`src/common/rml_consts.vh`:
```
`ifndef RML_CONSTS_VH
`define RML_CONSTS_VH

// axis interface kinds
`define RML_IF_NONE      2'h0
`define RML_IF_INCR      2'h1
`define RML_IF_CODED     2'h2
`define RML_IF_SERIAL    2'h3

// command codes
`define RML_CMD_NOP      4'h0
`define RML_CMD_ACK_SIG  4'h1
`define RML_CMD_CLR_SER  4'h2
`define RML_CMD_CLR_LAT  4'h3
`define RML_CMD_CLR_STAT 4'h4
`define RML_CMD_START    4'h5
`define RML_CMD_STOP     4'h6
`define RML_CMD_QUERY    4'h7
`define RML_CMD_MONITOR  4'h8
`define RML_CMD_LEGACY   4'h9

// capture options
`define RML_CAP_ONE      2'h1
`define RML_CAP_TWO      2'h2

// return codes
`define RML_ERR_OK       3'h0
`define RML_ERR_IFACE    3'h1
`define RML_ERR_UNCONF   3'h2
`define RML_ERR_POWER    3'h3
`define RML_ERR_PARAM    3'h4
`define RML_ERR_MODE     3'h5

// status word bit positions
`define RML_ST_REF1      0
`define RML_ST_REF2      1
`define RML_ST_CODED_OK  2
`define RML_ST_CODED_ERR 3
`define RML_ST_AMPL      4
`define RML_ST_FREQ      5
`define RML_ST_CRC       6
`define RML_ST_ENC_MSG   7
`define RML_ST_REF_INVAL 8
`define RML_ST_RUN       9

// protocol revisions
`define RML_REV_OLD      1'b0

// timing
`define RML_CLK_HZ       50000000
`define RML_RESET_WAIT_MS 50
// 50 ms at 50 MHz, sized to the wait counter
`define RML_RESET_WAIT_CYC 24'h2625A0

`endif

```
`src/core/rml_axis.v`:
```
`timescale 1ns/1ps
`default_nettype none
`include "rml_consts.vh"
module rml_axis #(
    parameter [23:0] RESET_WAIT_CYC = `RML_RESET_WAIT_CYC
) (
    input  wire        CLK_SYS_I,        // 50 MHz clock
    input  wire        RESET_N_I,        // async reset, low
    input  wire        CMD_VALID_I,      // command strobe
    input  wire [3:0]  CMD_CODE_I,       // command code
    input  wire [1:0]  CMD_OPT_I,        // capture option / monitor mode
    input  wire [31:0] CMD_LIMIT_I,      // monitor tolerance, periods
    input  wire [1:0]  AXIS_IF_I,        // configured interface kind
    input  wire        POLLED_MODE_I,    // polled operating mode
    input  wire        POWER_FAULT_I,    // encoder supply fault
    input  wire [31:0] PERIOD_CNT_I,     // axis period counter
    input  wire        REF_PULSE_I,      // reference pulse event
    input  wire        ERR_AMPL_I,       // amplitude error event
    input  wire        ERR_FREQ_I,       // frequency error event
    input  wire        ERR_CRC_I,        // transfer crc error event
    input  wire        ERR_ENC_MSG_I,    // encoder error message event
    input  wire        CODED_OK_I,       // coded ref value valid event
    input  wire        CODED_ERR_I,      // coded ref calc error event
    input  wire        ENC_FRAME_DONE_I, // encoder frame finished
    output reg         CMD_DONE_O,       // command completion pulse
    output reg  [2:0]  CMD_ERR_O,        // return code
    output reg         CMD_BUSY_O,       // command in progress
    output reg  [9:0]  STATUS_O,         // axis status word
    output reg  [31:0] REF_POS1_O,       // first reference position
    output reg  [31:0] REF_POS2_O,       // second reference position
    output reg         RUN_ACTIVE_O,     // reference run active
    output reg         MON_EN_O,         // reference monitoring on
    output reg  [31:0] MON_LIMIT_O,      // monitoring tolerance
    output reg         ENC_RESET_REQ_O,  // send reset frame pulse
    output reg         ENC_POS_REQ_O,    // send position frame pulse
    output reg         ENC_REV_O         // revision of requested frame
);
    // -----------------------------------------------------------
    // command sequencer states
    // -----------------------------------------------------------
    localparam [1:0] S_IDLE  = 2'h0;
    localparam [1:0] S_WAIT  = 2'h1;
    localparam [1:0] S_FRAME = 2'h2;

    reg [1:0]  state_r;
    reg        flg_ref1_r;
    reg        flg_ref2_r;
    reg        flg_coded_ok_r;
    reg        flg_coded_err_r;
    reg        flg_ampl_r;
    reg        flg_freq_r;
    reg        flg_crc_r;
    reg        flg_msg_r;
    reg        flg_inval_r;
    reg        run_two_r;
    reg        wait_start_r;
    wire       wait_done;

    // -----------------------------------------------------------
    // command decode
    // -----------------------------------------------------------
    wire idle     = (state_r == S_IDLE);
    wire cmd      = CMD_VALID_I & idle;
    wire is_incr  = (AXIS_IF_I == `RML_IF_INCR) | (AXIS_IF_I == `RML_IF_CODED);
    wire is_coded = (AXIS_IF_I == `RML_IF_CODED);
    wire is_ser   = (AXIS_IF_I == `RML_IF_SERIAL);
    wire unconf   = (AXIS_IF_I == `RML_IF_NONE);
    wire opt_ok   = (CMD_OPT_I == `RML_CAP_ONE) | (CMD_OPT_I == `RML_CAP_TWO);

    reg [2:0] err_nxt;
    always @*
    begin
        err_nxt = `RML_ERR_OK;
        case (CMD_CODE_I)
            `RML_CMD_ACK_SIG:
                if (unconf) err_nxt = `RML_ERR_UNCONF;
            `RML_CMD_CLR_SER:
                if (unconf) err_nxt = `RML_ERR_UNCONF;
                else if (!is_ser) err_nxt = `RML_ERR_IFACE;
                else if (POWER_FAULT_I) err_nxt = `RML_ERR_POWER;
                else if (!POLLED_MODE_I) err_nxt = `RML_ERR_MODE;
            `RML_CMD_CLR_LAT:
                if (unconf) err_nxt = `RML_ERR_UNCONF;
                else if (!is_incr) err_nxt = `RML_ERR_IFACE;
            `RML_CMD_CLR_STAT:
                if (unconf) err_nxt = `RML_ERR_UNCONF;
                else if (!is_coded) err_nxt = `RML_ERR_IFACE;
            `RML_CMD_START:
                if (unconf) err_nxt = `RML_ERR_UNCONF;
                else if (!is_incr) err_nxt = `RML_ERR_IFACE;
                else if (!opt_ok) err_nxt = `RML_ERR_PARAM;
            `RML_CMD_STOP:
                if (unconf) err_nxt = `RML_ERR_UNCONF;
                else if (!is_incr) err_nxt = `RML_ERR_IFACE;
            `RML_CMD_QUERY:
                err_nxt = `RML_ERR_OK;
            `RML_CMD_MONITOR:
                if (!is_incr) err_nxt = `RML_ERR_IFACE;
                else if (CMD_OPT_I[1]) err_nxt = `RML_ERR_PARAM;
            `RML_CMD_LEGACY:
                if (unconf) err_nxt = `RML_ERR_UNCONF;
                else if (!is_ser) err_nxt = `RML_ERR_IFACE;
                else if (POWER_FAULT_I) err_nxt = `RML_ERR_POWER;
                else if (!POLLED_MODE_I) err_nxt = `RML_ERR_MODE;
            default:
                err_nxt = `RML_ERR_PARAM;
        endcase
    end

    wire ok      = cmd & (err_nxt == `RML_ERR_OK);
    wire do_ack  = ok & (CMD_CODE_I == `RML_CMD_ACK_SIG);
    wire do_ser  = ok & (CMD_CODE_I == `RML_CMD_CLR_SER);
    wire do_lat  = ok & (CMD_CODE_I == `RML_CMD_CLR_LAT);
    wire do_stat = ok & (CMD_CODE_I == `RML_CMD_CLR_STAT);
    wire do_strt = ok & (CMD_CODE_I == `RML_CMD_START);
    wire do_stop = ok & (CMD_CODE_I == `RML_CMD_STOP);
    wire do_mon  = ok & (CMD_CODE_I == `RML_CMD_MONITOR);
    wire do_leg  = ok & (CMD_CODE_I == `RML_CMD_LEGACY);

    // -----------------------------------------------------------
    // reference capture
    // -----------------------------------------------------------
    // pulse in the start cycle is ignored: capture needs the next mark
    wire need1 = RUN_ACTIVE_O & ~flg_ref1_r;
    wire cap1  = REF_PULSE_I & need1 & ~do_strt & ~do_stop;
    wire cap2  = REF_PULSE_I & RUN_ACTIVE_O & run_two_r & flg_ref1_r
                 & ~flg_ref2_r & ~do_strt & ~do_stop;

    always @(posedge CLK_SYS_I or negedge RESET_N_I)
    begin
        if (!RESET_N_I)
        begin
            REF_POS1_O   <= 32'h00000000;
            REF_POS2_O   <= 32'h00000000;
            RUN_ACTIVE_O <= 1'b0;
            run_two_r    <= 1'b0;
            flg_ref1_r   <= 1'b0;
            flg_ref2_r   <= 1'b0;
            flg_inval_r  <= 1'b0;
        end
        else
        begin
            if (cap1)
                REF_POS1_O <= PERIOD_CNT_I;
            if (cap2)
                REF_POS2_O <= PERIOD_CNT_I;
            if (do_strt)
            begin
                // restart before completion marks the old values invalid
                if (RUN_ACTIVE_O)
                    flg_inval_r <= 1'b1;
                flg_ref1_r   <= 1'b0;
                flg_ref2_r   <= 1'b0;
                run_two_r    <= (CMD_OPT_I == `RML_CAP_TWO);
                RUN_ACTIVE_O <= 1'b1;
            end
            else if (do_stop)
                RUN_ACTIVE_O <= 1'b0;
            else
            begin
                if (cap1)
                    flg_ref1_r <= 1'b1;
                else if (do_lat | do_stat)
                    flg_ref1_r <= 1'b0;
                if (cap2)
                    flg_ref2_r <= 1'b1;
                else if (do_lat | do_stat)
                    flg_ref2_r <= 1'b0;
                if ((cap1 & ~run_two_r) | cap2)
                    RUN_ACTIVE_O <= 1'b0;
                if (cap1 | do_lat | do_stat)
                    flg_inval_r <= 1'b0;
            end
        end
    end

    // -----------------------------------------------------------
    // sticky error and coded flags, set wins over clear
    // -----------------------------------------------------------
    always @(posedge CLK_SYS_I or negedge RESET_N_I)
    begin
        if (!RESET_N_I)
        begin
            flg_ampl_r      <= 1'b0;
            flg_freq_r      <= 1'b0;
            flg_crc_r       <= 1'b0;
            flg_msg_r       <= 1'b0;
            flg_coded_ok_r  <= 1'b0;
            flg_coded_err_r <= 1'b0;
        end
        else
        begin
            flg_ampl_r      <= ERR_AMPL_I | (flg_ampl_r & ~(do_ack & is_incr));
            flg_freq_r      <= ERR_FREQ_I | (flg_freq_r & ~(do_ack & is_incr));
            flg_crc_r       <= ERR_CRC_I | (flg_crc_r & ~((do_ack & is_ser) | do_ser));
            flg_msg_r       <= ERR_ENC_MSG_I | (flg_msg_r & ~((do_ack & is_ser) | do_ser));
            flg_coded_ok_r  <= CODED_OK_I | (flg_coded_ok_r & ~do_stat);
            flg_coded_err_r <= CODED_ERR_I | (flg_coded_err_r & ~do_stat);
        end
    end

    // -----------------------------------------------------------
    // monitoring setup
    // -----------------------------------------------------------
    always @(posedge CLK_SYS_I or negedge RESET_N_I)
    begin
        if (!RESET_N_I)
        begin
            MON_EN_O    <= 1'b0;
            MON_LIMIT_O <= 32'h00000000;
        end
        else if (do_mon)
        begin
            MON_EN_O    <= CMD_OPT_I[0];
            MON_LIMIT_O <= CMD_LIMIT_I;
        end
    end

    // -----------------------------------------------------------
    // command sequencer and answers
    // -----------------------------------------------------------
    rml_wait_timer #(
        .WAIT_CYC (RESET_WAIT_CYC)
    ) u_wait (
        .clk_i     (CLK_SYS_I),
        .reset_n_i (RESET_N_I),
        .start_i   (wait_start_r),
        .busy_o    (),
        .done_o    (wait_done)
    );

    always @(posedge CLK_SYS_I or negedge RESET_N_I)
    begin
        if (!RESET_N_I)
        begin
            state_r         <= S_IDLE;
            wait_start_r    <= 1'b0;
            CMD_DONE_O      <= 1'b0;
            CMD_ERR_O       <= `RML_ERR_OK;
            CMD_BUSY_O      <= 1'b0;
            ENC_RESET_REQ_O <= 1'b0;
            ENC_POS_REQ_O   <= 1'b0;
            ENC_REV_O       <= `RML_REV_OLD;
        end
        else
        begin
            CMD_DONE_O      <= 1'b0;
            wait_start_r    <= 1'b0;
            ENC_RESET_REQ_O <= 1'b0;
            ENC_POS_REQ_O   <= 1'b0;
            case (state_r)
                S_IDLE:
                    if (CMD_VALID_I)
                    begin
                        CMD_ERR_O <= err_nxt;
                        if (do_ser)
                        begin
                            ENC_RESET_REQ_O <= 1'b1;
                            ENC_REV_O       <= `RML_REV_OLD;
                            wait_start_r    <= 1'b1;
                            CMD_BUSY_O      <= 1'b1;
                            state_r         <= S_WAIT;
                        end
                        else if (do_leg)
                        begin
                            ENC_POS_REQ_O <= 1'b1;
                            ENC_REV_O     <= `RML_REV_OLD;
                            CMD_BUSY_O    <= 1'b1;
                            state_r       <= S_FRAME;
                        end
                        else
                            CMD_DONE_O <= 1'b1;
                    end
                S_WAIT:
                    // settle time after encoder reset before completing
                    if (wait_done)
                    begin
                        CMD_DONE_O <= 1'b1;
                        CMD_BUSY_O <= 1'b0;
                        state_r    <= S_IDLE;
                    end
                S_FRAME:
                    if (ENC_FRAME_DONE_I)
                    begin
                        CMD_DONE_O <= 1'b1;
                        CMD_BUSY_O <= 1'b0;
                        state_r    <= S_IDLE;
                    end
                default:
                    state_r <= S_IDLE;
            endcase
        end
    end

    // -----------------------------------------------------------
    // status word
    // -----------------------------------------------------------
    always @(posedge CLK_SYS_I or negedge RESET_N_I)
    begin
        if (!RESET_N_I)
            STATUS_O <= 10'h000;
        else
        begin
            STATUS_O[`RML_ST_REF1]      <= flg_ref1_r;
            STATUS_O[`RML_ST_REF2]      <= flg_ref2_r;
            STATUS_O[`RML_ST_CODED_OK]  <= flg_coded_ok_r;
            STATUS_O[`RML_ST_CODED_ERR] <= flg_coded_err_r;
            STATUS_O[`RML_ST_AMPL]      <= flg_ampl_r;
            STATUS_O[`RML_ST_FREQ]      <= flg_freq_r;
            STATUS_O[`RML_ST_CRC]       <= flg_crc_r;
            STATUS_O[`RML_ST_ENC_MSG]   <= flg_msg_r;
            STATUS_O[`RML_ST_REF_INVAL] <= flg_inval_r;
            STATUS_O[`RML_ST_RUN]       <= RUN_ACTIVE_O;
        end
    end
endmodule
`default_nettype wire

```
`src/core/rml_wait_timer.v`:
```
`timescale 1ns/1ps
`default_nettype none
// -----------------------------------------------------------
// one-shot wait counter
// -----------------------------------------------------------
module rml_wait_timer #(
    parameter [23:0] WAIT_CYC = 24'h2625A0
) (
    input  wire        clk_i,    // system clock
    input  wire        reset_n_i, // async reset, low
    input  wire        start_i,  // start pulse
    output reg         busy_o,   // counting
    output reg         done_o    // one-cycle end pulse
);
    reg [23:0] cnt_r;

    always @(posedge clk_i or negedge reset_n_i)
    begin
        if (!reset_n_i)
        begin
            cnt_r  <= 24'h000000;
            busy_o <= 1'b0;
            done_o <= 1'b0;
        end
        else
        begin
            done_o <= 1'b0;
            if (start_i)
            begin
                cnt_r  <= WAIT_CYC - 24'h000001;
                busy_o <= 1'b1;
            end
            else if (busy_o)
            begin
                if (cnt_r == 24'h000000)
                begin
                    busy_o <= 1'b0;
                    done_o <= 1'b1;
                end
                else
                begin
                    cnt_r <= cnt_r - 24'h000001;
                end
            end
        end
    end
endmodule
`default_nettype wire

```
`config.mk`:
```
export PLATFORM = sky130hd
export DESIGN_NAME = rml_axis
export DESIGN_NICKNAME = d
export VERILOG_FILES = /design/src/core/rml_axis.v /design/src/core/rml_wait_timer.v
export VERILOG_INCLUDE_DIRS = /design/src /design/src/common
export SDC_FILE = /design/constraint.sdc
export NUM_CORES = 1
export LEC_CHECK = 0
export BUFFER_PORTS_ARGS = -buffer_cell sky130_fd_sc_hd__buf_4
export CAP_MARGIN = 20
export CORE_UTILIZATION = 51
export CTS_CLUSTER_DIAMETER = 60
export DETAILED_ROUTE_END_ITERATION = 8
export GPL_TIMING_DRIVEN = 0
export PLACE_DENSITY = 0.84
export SLEW_MARGIN = 20
export SYNTH_ARGS = -nofsm -noshare
export SYNTH_HDL_FRONTEND = slang
export SYNTH_SLANG_ARGS = --single-unit
```
`constraint.sdc`:
```
create_clock -name CLK_SYS_I -period 3.9 [get_ports CLK_SYS_I]
set_clock_uncertainty 0.1 [all_clocks]
set_input_delay 0.78 -clock CLK_SYS_I [delete_from_list [all_inputs] [get_ports CLK_SYS_I]]
set_output_delay 0.78 -clock CLK_SYS_I [all_outputs]
set_load 0.03 [all_outputs]
```
# Yosys cells after proc, flatten, opt, wreduce, memory -nomap -nowiden
# Cells that the tools add are included.
[op_classes]
n_addsub = 1
n_eq_ne = 23
n_mux = 65
bitwise_logic = 50
n_reduce_logical = 21
[op_table]
columns = ["op", "n"]
rows = [
  ["24-bit two-way mux", 3],
  ["1-bit two-way mux", 41],
  ["1-bit AND", 29],
  ["3-bit two-way mux", 9],
  ["24-bit logical NOT", 1],
  ["24-bit by 1-bit subtractor with 24-bit output (second input constant)", 1],
  ["3-bit case mux with 7 select lines", 1],
  ["4-bit by 3-bit == test with 1-bit output (second input constant)", 4],
  ["2-bit two-way mux", 8],
  ["1-bit bitwise OR", 13],
  ["3-bit nonzero test", 4],
  ["2-bit inequality test (second input constant)", 5],
  ["2-bit == test (second input constant)", 4],
  ["4-bit by 2-bit == test with 1-bit output (second input constant)", 2],
  ["4-bit == test (second input constant)", 2],
  ["1-bit NOT", 8],
  ["2-bit AND reduction", 4],
  ["2-bit by 1-bit == test with 1-bit output (second input constant)", 3],
  ["1-bit case mux with 3 select lines", 2],
  ["2-bit case mux with 3 select lines", 1],
  ["3-bit AND reduction", 2],
  ["2-bit nonzero test", 3],
  ["5-bit AND reduction", 1],
  ["4-bit by 1-bit == test with 1-bit output (second input constant)", 1],
  ["other kinds (6)", 8],
]
[totals]
register_bits = 154
input_bits = 85
out_inout_bits = 116
word_cells = 186

# Longest topological paths before layout
[logic_depth]
ltp_word = 17
depth_mapped = 10
ltp_nobuf = 8

# Modules after synthesis
# From an unflattened synthesis, not the netlist that was laid out.
[unflattened]
hier_cells = 526
hier_area_um2 = 6906.6
[by_module_without_submodules]
columns = ["module", "n_inst", "cells_per_inst", "area_each_um2", "seq_area_each_um2"]
rows = [
  ["rml_axis", 1, 356, 5277.6, 3178.0],
  ["rml_wait_timer", 1, 170, 1629.1, 650.6],
]

# Least setup slack after synthesis
# OpenSTA, ideal clock, no wires.
[synth_path]
path_type = "input to register"
start = "input CMD_CODE_I[0]"
end = "register REF_POS1_O[10]"
setup_time_ps = 128
t_arrival_ps = 2849
t_required_ps = 3672
path_slack_ps = 823
cell_stages = 8
n_path_buf = 2
path_cell_list = "nor2b_1 > clkbuf_1 > a22oi_1 > o31ai_1 > nor3_1 > a311oi_2 > buf_2 > mux2_1"
[synth_between]
elab_chain_len = 9
word_cells_on_any_way = 20
cone_classes = "9 x eq/ne; 1 x mux; 7 x bitwise; 3 x reduce/logical"
[synth_rtl]
columns = ["item", "line_no", "text"]
rows = [
  ["start: declaration", "rml_axis.v:10", "input wire [3:0] CMD_CODE_I,"],
  ["4-bit by 2-bit == test with 1-bit output (tied with other cells)", "rml_axis.v:74", "case (CMD_CODE_I)"],
  ["2-bit OR reduction (no line)", "n/a", ""],
  ["3-bit case mux with 7 select lines", "rml_axis.v:74", ""],
  ["3-bit logical NOT (no line)", "n/a", ""],
  ["1-bit AND", "rml_axis.v:110", "wire ok = cmd & (err_nxt == `RML_ERR_OK);"],
  ["1-bit AND", "rml_axis.v:115", "wire do_strt = ok & (CMD_CODE_I == `RML_CMD_START);"],
  ["1-bit NOT", "rml_axis.v:125", "wire cap1 = REF_PULSE_I & need1 & ~do_strt & ~do_stop;"],
  ["1-bit AND", "rml_axis.v:125", ""],
  ["1-bit AND (*)", "rml_axis.v:125", ""],
  ["end signal: assignment", "rml_axis.v:133", "REF_POS1_O <= 32'h00000000;"],
  ["end signal: assignment", "rml_axis.v:144", "REF_POS1_O <= PERIOD_CNT_I;"],
  ["end: declaration", "rml_axis.v:29", "output reg [31:0] REF_POS1_O,"],
]
# Every way passes the cells marked *; elsewhere a longest branch is shown, timed or not.
# A chain may end at the register's enable or synchronous reset.

# Final worst setup path
[layout_path]
start = "input CMD_CODE_I[1]"
end = "register REF_POS1_O[25]"
# Same word-level chain as after synthesis.

==> impl_metrics.tcl <==
set metrics [dict create \
    outcome "complete, no violations" \
    synth_cell_type_count 56 \
    numCtsBuffers 17 \
    area_growth_pct 36.8 \
    post-cts-setup-buffer-count 0 \
    drc 0 \
    dr.pass1.iters 4 \
    antenna_found_initial 0 \
    drive_above_1_share_pct 39.9 \
    grt_max_degree 106 \
    coreArea_sq_um 12200 \
    worstMarginPinSlew_ns 0.666 \
    critPathKind "in -> reg" \
    ir_drop_mv 0.381 \
    wl_met2_microns 7910 \
    fin_nets 807 \
    pre_cts_ws_ns 0.103 \
    critPathLaunchType "primary input" \
    clkTransAtPathRegs_ns 0.06 \
    crit_slowest_cell "a311oi_2" \
    syn_nets 588 \
    maxSlewHeadroom_pct 55.2 \
    clockBufferDepth 2 \
    start_util_pct 53.1 \
    grt_remaining_overflow 0 \
    wl_met1_microns 5870 \
    cts-root-buf "clkbuf_16" \
    io_buffers 199 \
    fin_setup_tns_ns 0 \
    yosysWarnings 0 \
    drv_slew 0 \
    hp-class "in -> async" \
    end_kind "flip-flop" \
    cp_max_fo 10 \
    dp_hpwl_microns 10800 \
    critPathArrivalTime_ns 3.54 \
    mostFrequentLayoutCells "buf_4 (199), dfrtp_1 (153), mux2_1 (59)" \
    gp_congestion 0.902 \
    period_minus_slack_ns 3.35 \
    avgSynthCellArea_sq_um 13.1 \
    synthTopCellsByArea "dfrtp_1 (59%), mux2_1 (10%), mux2_2 (7.1%)" \
    die_h_microns 115 \
    drt-vias-per-instance 5.23 \
    cellPowerDensity_nw_per_um2 800 \
    holdBufCountCts 0 \
    drt_first_iter_violations 246 \
    setup_ws_ns 0.547 \
    synth_area_sq_um 6460 \
    synth_cells 493 \
    post_drt_wl_per_cell_microns 16.7 \
    cp_slowest_stage_delay_ns 0.62 \
    synth_top_area_cell "dfrtp_1" \
    top_level_ports 201 \
    fillers 826 \
    wl_met3_microns 953 \
    setup_violations 0 \
    ctsHtreeMaxLevel 4 \
    layout_commonest_cell "buf_4" \
    cts_tree "yes" \
    highest_layer "met4" \
    drv_cap 0 \
    die_w_microns 115 \
    seq_area_frac_synth_pct 59.3 \
    design_area_sq_um 8840 \
    grt_pass1_wl_microns 23900 \
    post_cts_resized 0 \
    final_hold_viol_count 0 \
    synthArstFlopShare_pct 100 \
    postRouteAntennaNets 0 \
    yosys_most_used_dff "dfrtp_1" \
    clk_latency_ns 0.42 \
    max_freq_ghz 0.298 \
    antenna-diode-count 0 \
    grt_pass1_vias 4815 \
    place_area_sq_um 8200 \
    clock-sinks 153 \
    synth_top_area_share_pct 59.3 \
    grt_setup_unrepaired "no" \
    globalRouteTotalUtil_pct 24.1 \
    leakage_uw 0.00430 \
    yosys_register_bits 153 \
    path_cells "buf_4 -> nor2b_1 -> clkbuf_1 -> a22oi_1 -> o31ai_1 -> nor3_1 -> a311oi_2 -> buf_2 -> mux2_1" \
    post-route-period-util_pct 86.0 \
    worstPathRequired_ns 4.09 \
    totalWireLength_microns 14900 \
    vias 4661 \
    r2r_setup_slack_ns 0.72 \
    dieArea_sq_um 13100 \
    fp-row-count 40 \
    synth_enable_flop_cells 0 \
]
## metal layers
metal	vias to the layer above	global-route usage [%]
met4	0	7.27
met1	2312	28.6
met2	151	42.5
met5	-	0
met3	16	6.88
li1	2182	-
## power breakdown
| part | switching (uW) | total (uW) | leakage (uW) | internal [uW] |
|---|---|---|---|---|
| clock network | 595 | 1760 | 0.000307 | 1160 |
| logic | 1630 | 2760 | 0.00210 | 1130 |
| registers | 386 | 2550 | 0.00189 | 2170 |
| total | 2610 | 7070 | 0.00430 | 4460 |
## worst max-delay path, delay by kind of cell
| family | cells | cell delay (ns) |
|---|---|---|
| buf+inv | 3 | 0.79 |
| simple gates | 2 | 0.29 |
| compound gates | 3 | 1.30 |
| mux | 1 | 0.37 |
## through the flow
step / std cells / hold WS, ns / utilization [%] / total power [uW]
2_1_floorplan: 493 / 0.254 / - / 4210
3_3_place_gp: 860 / 0.260 / 67.1 / 5200
4_1_cts: 892 / 0.158 / 72.7 / 7120
5_1_grt: 892 / 0.177 / 72.7 / 7410
3_5_place_dp: 861 / 0.267 / 67.4 / 5320
6_report: 892 / 0.158 / 72.7 / 7070
## synth_stat cells (3+ instances only)
library cell / number
nor4_1: 7
clkbuf_1: 10
ha_1: 10
dfrtp_1: 153
mux2_2: 41
nor2_1: 27
a21o_1: 9
nor3_1: 12
nand2_1: 18
o21ai_0: 9
or3_1: 5
a21oi_1: 6
o211ai_1: 3
or3b_1: 3
xor2_1: 13
xnor2_1: 4
o21a_1: 4
nor2b_1: 4
o2111ai_1: 5
nand3_1: 11
nand2b_1: 10
inv_1: 17
buf_2: 12
mux2_1: 59
## cell type report
type | instances | area [sq um] | share of cell area, %
Buffer | 23 | 105 | 1.19
Clock buffer | 23 | 468 | 5.30
Clock inverter | 8 | 168 | 1.90
Inverter | 17 | 63.8 | 0.722
Multi-Input combinational cell | 300 | 2460 | 27.9
Sequential cell | 153 | 3830 | 43.3
Tap cell | 168 | 210 | 2.38
Timing Repair Buffer | 200 | 1530 | 17.3
## cells by family after synthesis
kind of cell / after synthesis / share of synthesized area (%)
muxes: 102 / 17.7
other: 1 / 0.0580
and+or+nand+nor: 112 / 9.12
AOI/OAI and AO/OA: 58 / 6.97
adders and majority gates: 10 / 1.94
buffers and inverters: 40 / 2.61
DFF: 153 / 59.3
xor gates and xnor gates: 17 / 2.30
## registers in the layout, indices dropped and copies added, names as in the netlist, 2 cells and up
| signal | flops |
|---|---|
| CMD_ERR_O | 3 |
| MON_LIMIT_O | 32 |
| REF_POS1_O | 32 |
| REF_POS2_O | 32 |
| STATUS_O | 10 |
| state_r | 2 |
| u_wait.cnt_r | 24 |
## final timing paths
kind                          startpoint         endpoint  cells after the start
max                        CMD_CODE_I[1]   REF_POS1_O[25]                      9
min                            RESET_N_I  MON_LIMIT_O[14]                      1
max reg2reg                   state_r[1]  MON_LIMIT_O[10]                     10
min reg2reg                    flg_msg_r      STATUS_O[7]                      0
max in group asynchronous      RESET_N_I   REF_POS2_O[24]                      2
min in group CLK_SYS_I         flg_msg_r      STATUS_O[7]                      0
Note: power is estimated with default switching activity, not from simulation.
